--- config.mk ---
export PLATFORM = sky130hd
export DESIGN_NAME = can_interrupt_flag_logic
export DESIGN_NICKNAME = d
export VERILOG_FILES = /design/src/design/sticky_flag_cell.v /design/src/design/can_interrupt_flag_logic.v
export VERILOG_INCLUDE_DIRS = /design/src /design/src/design
export SDC_FILE = /design/constraint.sdc
export NUM_CORES = 1
export LEC_CHECK = 0
export ABC_CLOCK_PERIOD_IN_PS = 3700
export BUFFER_PORTS_ARGS = -buffer_cell sky130_fd_sc_hd__buf_2
export CELL_PAD_IN_SITES_DETAIL_PLACEMENT = 2
export CELL_PAD_IN_SITES_GLOBAL_PLACEMENT = 2
export CORE_AREA = 3 3 76 114
export DETAILED_ROUTE_END_ITERATION = 8
export DIE_AREA = 0 0 79 117
export HOLD_SLACK_MARGIN = 0.06
export PLACE_DENSITY_LB_ADDON = 0.1
export SETUP_SLACK_MARGIN = 0.05
export SKIP_LAST_GASP = 1
export SLEW_MARGIN = 20
export SYNTH_ARGS = -nofsm -noshare
export SYNTH_HDL_FRONTEND = slang
export SYNTH_HIERARCHICAL = 1
export SYNTH_SLANG_ARGS = --single-unit
--- constraint.sdc ---
create_clock -name sys_clk -period 3.7 [get_ports sys_clk]
set_clock_uncertainty 0.1 [all_clocks]
set_input_delay 0.37 -clock sys_clk [delete_from_list [all_inputs] [get_ports sys_clk]]
set_output_delay 0.37 -clock sys_clk [all_outputs]
set_load 0.005 [all_outputs]
--- src/design/can_irq_consts.vh ---
// constants for the interrupt flag logic of the can controller core
// assumes a single 200 MHz clock and a simple word-indexed register port
//
// How it works
// - all flags merge onto one interrupt output
// - output high when flag and enable both set
// - set beats clear in the same cycle
// - flag register read-only, writes change nothing
// - bit 11 set on wake from sleep
// - bit 10 set on entering sleep
// - bit 9 set on entering bus-off
// - bit 8 set on any frame error
// - bit 7 shows receive queue non-empty
// - bit 6 set on receive queue overrun
// - bit 5 set on empty-queue read
// - bit 4 set on good frame stored
// - bit 3 set while priority buffer full
// - bit 2 set while transmit queue full
// - bit 1 set on frame sent ok
// - bit 0 set on arbitration loss
// - core disable clears flags 11,10,9,8,6,4,1,0
// - loopback sets received flag before sent flag
// - enable register read/write, resets to zero
// - acknowledge register write-one-to-clear, write-only
`ifndef CAN_IRQ_CONSTS_VH
`define CAN_IRQ_CONSTS_VH

// register word indices on the register port
`define PEND_FLAGS_IDX    2'h0
`define IRQ_ENABLES_IDX   2'h1
`define IRQ_ACK_IDX       2'h2

// field layout
`define FLAG_COUNT        12
`define FLAG_MSB          11
`define WAKE_BIT          11
`define DOZE_BIT          10
`define BUS_OFF_BIT       9
`define FRAME_ERR_BIT     8
`define RX_NONEMPTY_BIT   7
`define RX_OVERRUN_BIT    6
`define RX_UNDERRUN_BIT   5
`define RX_OK_BIT         4
`define PRIO_FULL_BIT     3
`define TX_FULL_BIT       2
`define TX_OK_BIT         1
`define ARB_LOSS_BIT      0

// flags cleared by a core disable write
`define DISABLE_CLR_MASK  12'h0f53

// reset values
`define FLAGS_RESET       12'h0000
`define ENABLES_RESET     12'h0000
`define RDATA_RESET       32'h0000_0000
`define RESERVED_ZERO     20'h0_0000

`endif

--- src/design/sticky_flag_cell.v ---
// one sticky interrupt flag with set priority over clear
// assumes set, clear and disable strobes are synchronous to sys_clk
`timescale 1ns/1ps
module sticky_flag_cell #(
  parameter CLR_ON_DISABLE = 1'b1       // 1: core disable clears this flag
) (
  input  wire sys_clk,                  // system clock
  input  wire resetn,                   // synchronous reset, active low
  input  wire set_evt,                  // set condition, pulse or level
  input  wire ack_clr,                  // acknowledge write with 1 here
  input  wire disable_clr,              // core disable write pulse
  output reg  flag_q                    // sticky flag
);

  wire clr_any;

  // disable only reaches flags built to follow it
  assign clr_any = ack_clr | (disable_clr & CLR_ON_DISABLE);

  // set tested first so a coincident clear cannot lose an event
  always @(posedge sys_clk) begin
    if (!resetn) begin
      flag_q <= 1'b0;
    end else if (set_evt) begin
      flag_q <= 1'b1;
    end else if (clr_any) begin
      flag_q <= 1'b0;
    end
  end

endmodule // sticky_flag_cell

--- src/design/can_interrupt_flag_logic.v ---
// interrupt flag, enable and acknowledge registers of the can core
// assumes event inputs come from the protocol engine, queues and mode
// logic on the same clock; the register port is word indexed with a
// single-cycle write strobe and a read strobe answered one cycle later
`timescale 1ns/1ps
`include "can_irq_consts.vh"
module can_interrupt_flag_logic (
  input  wire        sys_clk,                 // system clock, 200 MHz
  input  wire        resetn,                  // synchronous reset, active low
  // register port
  input  wire [1:0]  reg_idx,                 // register word index
  input  wire        reg_wr,                  // write strobe, one cycle
  input  wire        reg_rd,                  // read strobe, one cycle
  input  wire [31:0] reg_wdata,               // write data
  output reg  [31:0] reg_rdata_q,             // read data, one cycle after read
  output reg         reg_rvalid_q,            // read data valid pulse
  // core control
  input  wire        core_disable_wr,         // pulse: 0 written to core_enable_bit
  input  wire        loopback_mode,           // level: internal loopback active
  // event sources
  input  wire        wake_evt,                // pulse: left sleep for normal
  input  wire        doze_evt,                // pulse: entered sleep
  input  wire        bus_off_evt,             // pulse: entered bus-off
  input  wire        frame_err_evt,           // pulse: protocol error seen
  input  wire        rx_queue_nonempty,       // level: receive queue holds data
  input  wire        rx_overrun_evt,          // pulse: frame lost, queue full
  input  wire        rx_underrun_evt,         // pulse: host read empty queue
  input  wire        rx_ok_evt,               // pulse: good frame stored
  input  wire        prio_buffer_full,        // level: priority buffer full
  input  wire        tx_queue_full,           // level: transmit queue full
  input  wire        tx_ok_evt,               // pulse: frame sent without error
  input  wire        arb_loss_evt,            // pulse: arbitration lost
  // interrupt
  output reg         irq_q,                   // merged interrupt, active high level
  output reg  [11:0] pending_q                // flag vector for status use
);

  // one-hot loopback ordering states
  localparam [1:0] LB_IDLE = 2'b01;
  localparam [1:0] LB_HOLD = 2'b10;

  // flags that follow a core disable write, one bit per flag
  localparam [11:0] DISABLE_MASK = `DISABLE_CLR_MASK;

  reg  [11:0] interrupt_enables_q;
  reg  [11:0] interrupt_enables_d;
  reg  [1:0]  lb_state_q;
  reg  [1:0]  lb_state_d;
  reg  [11:0] set_vec;
  reg  [11:0] ack_vec;
  reg         tx_ok_set;
  reg  [31:0] rdata_d;
  wire [11:0] interrupt_pending_flags;
  wire [11:0] flags_next;

  // decode strobes
  wire wr_en    = reg_wr & (reg_idx == `IRQ_ENABLES_IDX);
  wire wr_ack   = reg_wr & (reg_idx == `IRQ_ACK_IDX);

  // in loopback the sent flag trails the received flag by one cycle;
  // the looped frame reports both, so the hold state is the cheapest
  // way to keep the order visible to software
  always @* begin
    lb_state_d = lb_state_q;
    tx_ok_set  = 1'b0;
    case (lb_state_q)
      LB_IDLE: begin
        if (tx_ok_evt && loopback_mode) begin
          lb_state_d = LB_HOLD;
        end else begin
          tx_ok_set = tx_ok_evt;
        end
      end
      LB_HOLD: begin
        tx_ok_set  = 1'b1;
        lb_state_d = LB_IDLE;
      end
      default: begin
        lb_state_d = LB_IDLE;
      end
    endcase
  end

  always @(posedge sys_clk) begin
    if (!resetn) begin
      lb_state_q <= LB_IDLE;
    end else begin
      lb_state_q <= lb_state_d;
    end
  end

  // map each source onto its flag position
  always @* begin
    set_vec = `FLAGS_RESET;
    set_vec[`WAKE_BIT]        = wake_evt;
    set_vec[`DOZE_BIT]        = doze_evt;
    set_vec[`BUS_OFF_BIT]     = bus_off_evt;
    set_vec[`FRAME_ERR_BIT]   = frame_err_evt;
    set_vec[`RX_NONEMPTY_BIT] = rx_queue_nonempty;
    set_vec[`RX_OVERRUN_BIT]  = rx_overrun_evt;
    set_vec[`RX_UNDERRUN_BIT] = rx_underrun_evt;
    set_vec[`RX_OK_BIT]       = rx_ok_evt;
    set_vec[`PRIO_FULL_BIT]   = prio_buffer_full;
    set_vec[`TX_FULL_BIT]     = tx_queue_full;
    set_vec[`TX_OK_BIT]       = tx_ok_set;
    set_vec[`ARB_LOSS_BIT]    = arb_loss_evt;
  end

  // acknowledge is write-one-to-clear; zeros and bits 31:12 do nothing,
  // and a write to the flag register itself never reaches the flags
  always @* begin
    ack_vec = `FLAGS_RESET;
    if (wr_ack) begin
      ack_vec = reg_wdata[`FLAG_MSB:0];
    end
  end

  // one cell per flag; the disable mask picks which follow core disable,
  // the rest only ever clear through an acknowledge write

  // wake: normal operation resumed after sleep
  // pulse source, sticky until acknowledged
  // also dropped by a core disable write
  sticky_flag_cell #(
    .CLR_ON_DISABLE (DISABLE_MASK[`WAKE_BIT])
  ) u_wake_flag (
    .sys_clk     (sys_clk),
    .resetn      (resetn),
    .set_evt     (set_vec[`WAKE_BIT]),
    .ack_clr     (ack_vec[`WAKE_BIT]),
    .disable_clr (core_disable_wr),
    .flag_q      (interrupt_pending_flags[`WAKE_BIT])
  );

  // doze: sleep state entered
  // pulse source, sticky until acknowledged
  // also dropped by a core disable write
  sticky_flag_cell #(
    .CLR_ON_DISABLE (DISABLE_MASK[`DOZE_BIT])
  ) u_doze_flag (
    .sys_clk     (sys_clk),
    .resetn      (resetn),
    .set_evt     (set_vec[`DOZE_BIT]),
    .ack_clr     (ack_vec[`DOZE_BIT]),
    .disable_clr (core_disable_wr),
    .flag_q      (interrupt_pending_flags[`DOZE_BIT])
  );

  // bus-off: fault confinement gave up the bus
  // pulse source, sticky until acknowledged
  // also dropped by a core disable write
  sticky_flag_cell #(
    .CLR_ON_DISABLE (DISABLE_MASK[`BUS_OFF_BIT])
  ) u_bus_off_flag (
    .sys_clk     (sys_clk),
    .resetn      (resetn),
    .set_evt     (set_vec[`BUS_OFF_BIT]),
    .ack_clr     (ack_vec[`BUS_OFF_BIT]),
    .disable_clr (core_disable_wr),
    .flag_q      (interrupt_pending_flags[`BUS_OFF_BIT])
  );

  // frame error: any protocol error on a frame
  // several errors in a row collapse into one flag
  // also dropped by a core disable write
  sticky_flag_cell #(
    .CLR_ON_DISABLE (DISABLE_MASK[`FRAME_ERR_BIT])
  ) u_frame_err_flag (
    .sys_clk     (sys_clk),
    .resetn      (resetn),
    .set_evt     (set_vec[`FRAME_ERR_BIT]),
    .ack_clr     (ack_vec[`FRAME_ERR_BIT]),
    .disable_clr (core_disable_wr),
    .flag_q      (interrupt_pending_flags[`FRAME_ERR_BIT])
  );

  // receive queue holds data; level source, so an
  // acknowledge only sticks once the queue drains
  // core disable leaves it alone
  sticky_flag_cell #(
    .CLR_ON_DISABLE (DISABLE_MASK[`RX_NONEMPTY_BIT])
  ) u_rx_nonempty_flag (
    .sys_clk     (sys_clk),
    .resetn      (resetn),
    .set_evt     (set_vec[`RX_NONEMPTY_BIT]),
    .ack_clr     (ack_vec[`RX_NONEMPTY_BIT]),
    .disable_clr (core_disable_wr),
    .flag_q      (interrupt_pending_flags[`RX_NONEMPTY_BIT])
  );

  // receive overrun: frame lost into a full queue
  // pulse source, sticky until acknowledged
  // also dropped by a core disable write
  sticky_flag_cell #(
    .CLR_ON_DISABLE (DISABLE_MASK[`RX_OVERRUN_BIT])
  ) u_rx_overrun_flag (
    .sys_clk     (sys_clk),
    .resetn      (resetn),
    .set_evt     (set_vec[`RX_OVERRUN_BIT]),
    .ack_clr     (ack_vec[`RX_OVERRUN_BIT]),
    .disable_clr (core_disable_wr),
    .flag_q      (interrupt_pending_flags[`RX_OVERRUN_BIT])
  );

  // receive underrun: host read an empty queue
  // kept through core disable so software still
  // sees its own misuse afterwards
  sticky_flag_cell #(
    .CLR_ON_DISABLE (DISABLE_MASK[`RX_UNDERRUN_BIT])
  ) u_rx_underrun_flag (
    .sys_clk     (sys_clk),
    .resetn      (resetn),
    .set_evt     (set_vec[`RX_UNDERRUN_BIT]),
    .ack_clr     (ack_vec[`RX_UNDERRUN_BIT]),
    .disable_clr (core_disable_wr),
    .flag_q      (interrupt_pending_flags[`RX_UNDERRUN_BIT])
  );

  // good frame stored in the receive queue
  // in loopback this lands before the sent flag
  // also dropped by a core disable write
  sticky_flag_cell #(
    .CLR_ON_DISABLE (DISABLE_MASK[`RX_OK_BIT])
  ) u_rx_ok_flag (
    .sys_clk     (sys_clk),
    .resetn      (resetn),
    .set_evt     (set_vec[`RX_OK_BIT]),
    .ack_clr     (ack_vec[`RX_OK_BIT]),
    .disable_clr (core_disable_wr),
    .flag_q      (interrupt_pending_flags[`RX_OK_BIT])
  );

  // priority buffer full; level source, further
  // writes to the full buffer do not touch it
  // core disable leaves it alone
  sticky_flag_cell #(
    .CLR_ON_DISABLE (DISABLE_MASK[`PRIO_FULL_BIT])
  ) u_prio_full_flag (
    .sys_clk     (sys_clk),
    .resetn      (resetn),
    .set_evt     (set_vec[`PRIO_FULL_BIT]),
    .ack_clr     (ack_vec[`PRIO_FULL_BIT]),
    .disable_clr (core_disable_wr),
    .flag_q      (interrupt_pending_flags[`PRIO_FULL_BIT])
  );

  // transmit queue full; level source, further
  // writes to the full queue do not touch it
  // core disable leaves it alone
  sticky_flag_cell #(
    .CLR_ON_DISABLE (DISABLE_MASK[`TX_FULL_BIT])
  ) u_tx_full_flag (
    .sys_clk     (sys_clk),
    .resetn      (resetn),
    .set_evt     (set_vec[`TX_FULL_BIT]),
    .ack_clr     (ack_vec[`TX_FULL_BIT]),
    .disable_clr (core_disable_wr),
    .flag_q      (interrupt_pending_flags[`TX_FULL_BIT])
  );

  // frame sent without error; fed through the
  // loopback ordering logic, not the raw pulse
  // also dropped by a core disable write
  sticky_flag_cell #(
    .CLR_ON_DISABLE (DISABLE_MASK[`TX_OK_BIT])
  ) u_tx_ok_flag (
    .sys_clk     (sys_clk),
    .resetn      (resetn),
    .set_evt     (set_vec[`TX_OK_BIT]),
    .ack_clr     (ack_vec[`TX_OK_BIT]),
    .disable_clr (core_disable_wr),
    .flag_q      (interrupt_pending_flags[`TX_OK_BIT])
  );

  // arbitration lost while sending
  // the frame is retried, so this may fire often
  // also dropped by a core disable write
  sticky_flag_cell #(
    .CLR_ON_DISABLE (DISABLE_MASK[`ARB_LOSS_BIT])
  ) u_arb_loss_flag (
    .sys_clk     (sys_clk),
    .resetn      (resetn),
    .set_evt     (set_vec[`ARB_LOSS_BIT]),
    .ack_clr     (ack_vec[`ARB_LOSS_BIT]),
    .disable_clr (core_disable_wr),
    .flag_q      (interrupt_pending_flags[`ARB_LOSS_BIT])
  );

  // next flag state mirrors the cell equation so irq tracks flags exactly
  assign flags_next = set_vec |
                      (interrupt_pending_flags & ~ack_vec &
                       ~({12{core_disable_wr}} & `DISABLE_CLR_MASK));

  // enable register, full read/write on the low twelve bits
  always @* begin
    interrupt_enables_d = interrupt_enables_q;
    if (wr_en) begin
      interrupt_enables_d = reg_wdata[`FLAG_MSB:0];
    end
  end

  always @(posedge sys_clk) begin
    if (!resetn) begin
      interrupt_enables_q <= `ENABLES_RESET;
    end else begin
      interrupt_enables_q <= interrupt_enables_d;
    end
  end

  // single merged level, registered from next values so it rises in
  // the same cycle as the flag it reports
  always @(posedge sys_clk) begin
    if (!resetn) begin
      irq_q     <= 1'b0;
      pending_q <= `FLAGS_RESET;
    end else begin
      irq_q     <= |(flags_next & interrupt_enables_d);
      pending_q <= flags_next;
    end
  end

  // read mux; of the port's write paths only the acknowledge write reaches the flags
  always @* begin
    rdata_d = `RDATA_RESET;
    case (reg_idx)
      `PEND_FLAGS_IDX:  rdata_d = {`RESERVED_ZERO, interrupt_pending_flags};
      `IRQ_ENABLES_IDX: rdata_d = {`RESERVED_ZERO, interrupt_enables_q};
      `IRQ_ACK_IDX:     rdata_d = `RDATA_RESET;
      default:          rdata_d = `RDATA_RESET;
    endcase
  end

  // read answer one cycle after the strobe, zero otherwise
  always @(posedge sys_clk) begin
    if (!resetn) begin
      reg_rdata_q  <= `RDATA_RESET;
      reg_rvalid_q <= 1'b0;
    end else begin
      reg_rvalid_q <= reg_rd;
      if (reg_rd) begin
        reg_rdata_q <= rdata_d;
      end else begin
        reg_rdata_q <= `RDATA_RESET;
      end
    end
  end

endmodule // can_interrupt_flag_logic

Yosys cells after proc, flatten, opt, wreduce, memory -nomap -nowiden. Cells that the tools add are included.

Register bits after elaboration: 72. Output and inout bits: 46. Word-level logic and storage cells: 84.

Reductions and logical operators: 17. Bitwise logic cells: 16. Muxes and demuxes: 29. Equal/unequal tests: 4.

Operators by type and width (number): AND 12 bit (3); two-way mux 1 bit (25); two-way mux 12 bit (2); NOT 12 bit (2); case mux 12 bit (2 select lines) (1); nonzero test 2 bit (12); OR 12 bit (1); OR reduction 12 bit (1); OR 1 bit (8); equality test 2 x 1 -> 1 bit (second input constant) (2); equality test 2 bit (second input constant) (2); AND reduction 2 bit (2); AND 1 bit (2); logical NOT 2 bit (1); case mux 1 bit (2 select lines) (1); logical AND 1 bit (1).

Longest topological paths before layout.
Depth in word-level cells: 9. Gate-level depth with buffers: 6. Depth with buffers taken out: 6.

By module. The synthesis kept the hierarchy.

By module, submodules not included: can_interrupt_flag_logic (cells an instance 189, times used 1, sequential area each 800.8 µm², area an instance 1830.5 µm²); sticky_flag_cell (u_arb_loss_flag ...) (cells an instance 3, times used 8, sequential area each 20.0 µm², area an instance 40.0 µm²); sticky_flag_cell (u_prio_full_flag ...) (cells an instance 3, times used 4, sequential area each 20.0 µm², area an instance 41.3 µm²).

Worst setup path after synthesis. No wires, ideal clock.

Path kind: input -> register. From: input port reg_idx[1]. To: register irq_q. Cell stages on the path: 6. Setup slack: 1.816 ns. Library setup time: 0.120 ns. Required time: 3.480 ns. Arrival: 1.664 ns. Cells stage by stage: nand3b_4 > buf_6 > mux2i_1 > o22ai_1 > or4_1 > o31a_1.

Word-level cells in the longest chain between the ends: 9. Elaborated cells on any way between the ends: 12. Those cells by class: 2 x eq/ne; 2 x mux; 7 x bitwise; 1 x reduce/logical.

Ends and longest elaborated chain: start: declaration (RTL line can_interrupt_flag_logic.v:11) `input wire [1:0] reg_idx,`; equality test 2 bit (no source line); AND 1 bit (RTL line can_interrupt_flag_logic.v:58) `` wire wr_ack = reg_wr & (reg_idx == `IRQ_ACK_IDX); ``; two-way mux 12 bit (RTL line can_interrupt_flag_logic.v:113) `if (wr_ack) begin`; NOT 12 bit (RTL line can_interrupt_flag_logic.v:291) `(interrupt_pending_flags & ~ack_vec &`; AND 12 bit (2 in series) (RTL line can_interrupt_flag_logic.v:291); OR 12 bit (RTL line can_interrupt_flag_logic.v:290) `assign flags_next = set_vec |`; AND 12 bit * (RTL line can_interrupt_flag_logic.v:317) `irq_q <= |(flags_next & interrupt_enables_d);`; OR reduction 12 bit * (RTL line can_interrupt_flag_logic.v:317); end signal: assignment (RTL line can_interrupt_flag_logic.v:317); end: declaration (RTL line can_interrupt_flag_logic.v:34) `output reg irq_q,`.

Mark *: on every way between the ends. The rest lies on a longest branch, timed or not. A chain may end at the register's enable or synchronous reset.

Worst setup path after layout.
From: input port reg_idx[0]. To: register irq_q.

The elaborated chain is that of the path after synthesis.

==> flow_metrics.tcl <==
set metrics [dict create \
    fin_tns_setup_ps 0 \
    rrSetupSlack_ps 2010 \
    htree_levels 2 \
    synth_edf_count 0 \
    final.fill_count 904 \
    ff2ff_path_depth 4 \
    drc 0 \
    crit_path_end_kind "register" \
    synth_top_area_frac 0.449 \
    outcome "finished, final reports clean" \
    grt_max_degree 39 \
    gp_congestion 0.703 \
    path_cells "buf_2 -> buf_4 -> nand4b_1 -> a21oi_1 -> o22ai_1 -> or4_1 -> o31a_1" \
    drt-vias-per-instance 4.54 \
    diodes 0 \
    async_reset_ff_frac 0 \
    first_pass_iters 3 \
    path_buf_inv 2 \
    p_comb_frac 0.124 \
    yosysTopAreaCell "dfxtp_1" \
    cts-root-buf "clkbuf_16" \
    maxSlewHeadroom 0.601 \
    r2r_end "irq_q$_SDFF_PN0_" \
    synth.area.top_cells "dfxtp_1, mux2i_1, buf_4" \
    swShare 0.241 \
    io_buffers 57 \
    dp.cells 378 \
    report.final.hold_viol_count 0 \
    internal_power_mw 0.929 \
    power_density_nw_per_um2 442 \
    ant_nets 0 \
    required_ps 3780 \
    cp.arrival_ps 2190 \
    pwr-share-clk 0.385 \
    seqPwrFrac 0.491 \
    whs_endpoint "u_tx_full_flag/flag_q$_SDFFE_PN0P_" \
    ys_types 31 \
    grt_setup_unrepaired "false" \
    crit_type "input pin to register" \
    grt_overflow_total 0 \
    start_util 0.300 \
    die_w_um 79 \
    cpLargestDelayFamily "simple AND/OR/NAND/NOR gates" \
    fp.coreArea_um2 7710 \
    cts_tree "done" \
    max_freq_mhz 474 \
    hold_class "input pin to register" \
    pin_count 98 \
    rows 39 \
    clk_pin_slew_ps 70 \
    cpPeakStageDelay_ps 540 \
    fin_crit_sh 0.570 \
    netlist_area_um2 2320 \
    maxCapViolations 0 \
    cts_resized 0 \
    p_switching_mw 0.294 \
    instances_no_fill 386 \
    setup_viol 0 \
    ys_ff_latch 52 \
    cpMaxStageDelayCell "or4_1" \
    post-cts-setup-buffers 0 \
    wl_um 6280 \
    insertion_delay_ps 290 \
    vias 1752 \
    hp-start "tx_queue_full" \
    vdd.ir_drop.worst_v 0.000191 \
    dp_hpwl_um 4640 \
    avgSynthCellArea_um2 10.3 \
    cp_max_fo 21 \
    slew_viol_final 0 \
    hold_buffers 0 \
    fp.dieH_um 117 \
    critPathLaunch "reg_idx[0]" \
    die-area_um2 9240 \
    cts_buffer_depth 2 \
    synth_warnings 6 \
    syn_inst 225 \
    gr-usage-all-layers 0.143 \
    worst_pin_slew_ps 599 \
    clock-sinks 52 \
    syn2layout_area_growth_pct 19.4 \
    wl_per_cell_um 16.3 \
    ys_seq_area_frac 0.449 \
    rr_startpoint "u_rx_underrun_flag/flag_q$_SDFFE_PN0P_" \
    num-nets-final 337 \
    drt-initial-drc-count 36 \
    drive_gt1_frac 0.289 \
    synth-main-ff-cell "dfxtp_1" \
    grt_pass1_vias 1844 \
    start_kind "input pin" \
    p_leak_nw 1.40 \
    cts_made_buffers 5 \
    grt_antenna_before_repair 0 \
    hold_depth 2 \
    grt_pass1_wl_um 9930 \
    fin_crit_ps 2110 \
]
## worst max path at each step
stage / end / slack [ps] / cells after the start
2_1_floorplan: irq_q$_SDFF_PN0_ / 1820 / 6
3_3_place_gp: irq_q$_SDFF_PN0_ / 1240 / 6
3_5_place_dp: irq_q$_SDFF_PN0_ / 1260 / 6
4_1_cts: irq_q$_SDFF_PN0_ / 1560 / 6
5_1_grt: irq_q$_SDFF_PN0_ / 1430 / 6
6_report: irq_q$_SDFF_PN0_ / 1590 / 7
## power groups by stage
stage / combinational (mW) / sequential, mW / clock, mW
finish: 0.151 / 0.600 / 0.471
global route: 0.172 / 0.604 / 0.518
CTS: 0.155 / 0.601 / 0.489
detailed placement: 0.154 / 0.614 / 0
global placement: 0.151 / 0.612 / 0
floorplan: 0.103 / 0.613 / 0
## through the flow
stage	setup WS [ps]	hold slack [ps]	total power [mW]	cell area, um2	utilization
floorplan	1820	350	0.716	2390	-
global placement	1240	374	0.764	2620	0.340
detailed placement	1260	381	0.768	2620	0.340
CTS	1560	198	1.24	2770	0.359
global route	1430	207	1.29	2770	0.359
finish	1590	205	1.22	2770	0.359
## layer usage
metal | vias to the layer above | routed length [um] | GRT usage
met5 | - | 0 | 0
met1 | 862 | 2440 | 0.156
met4 | 0 | 72 | 0.0482
met2 | 48 | 3440 | 0.273
met3 | 4 | 329 | 0.0306
li1 | 838 | - | -
## cells in the mapped netlist (2+ instances only)
library cell	number
nor2b_1	18
ha_1	2
dfxtp_1	52
nor3b_2	8
and2b_1	6
mux2i_1	24
o21a_1	12
a31oi_1	8
a21oi_1	4
nor2b_4	4
buf_6	2
nand3_1	3
clkbuf_1	4
inv_1	15
nand2_1	2
nand4b_1	8
buf_4	22
o22ai_1	6
nor2_1	13
## worst reg2reg max path, cell delays in order, from the launching register on
cell	delay, ps
dfxtp_1	330
a21oi_1	220
o22ai_1	130
or4_1	540
o31a_1	260
## sequential cells by signal (all words and copies together) (netlist names), 2 cells and up
register	flops
reg_rdata_q	12
pending_q	12
interrupt_enables_q	12
lb_state_q	2
## area by class of cell
class	count	area [um2]	share of cell area
inverter	16	60.1	0.0217
timing repair buffer	60	308	0.111
clock buffer	8	146	0.0529
multi-input combinational	148	1080	0.392
tap	102	128	0.0461
sequential	52	1040	0.376
## cell families after synthesis
kind of cell / count (synthesis) / share of synthesized area
buffers and inverters: 44 / 0.113
other: 1 / 0.00162
flip-flops: 52 / 0.449
AO/OA/AOI/OAI: 34 / 0.100
AND/OR/NAND/NOR: 68 / 0.220
adder cells (fa/ha/maj): 2 / 0.0108
multiplexers: 24 / 0.104
## placed cells by master (no fill, tap or decap), drive strengths merged, types with 2 or more instances in the layout
cell	n
ha	2
nand2	2
nand4b	8
and2b	7
o21a	12
nand3	3
dfxtp	52
inv	15
nor2b	22
clkbuf	8
o22ai	6
nor3b	8
a31oi	8
buf	60
mux2i	24
conb	20
a21oi	5
nor2	13
No activity file was read; power rests on OpenSTA's default activity.
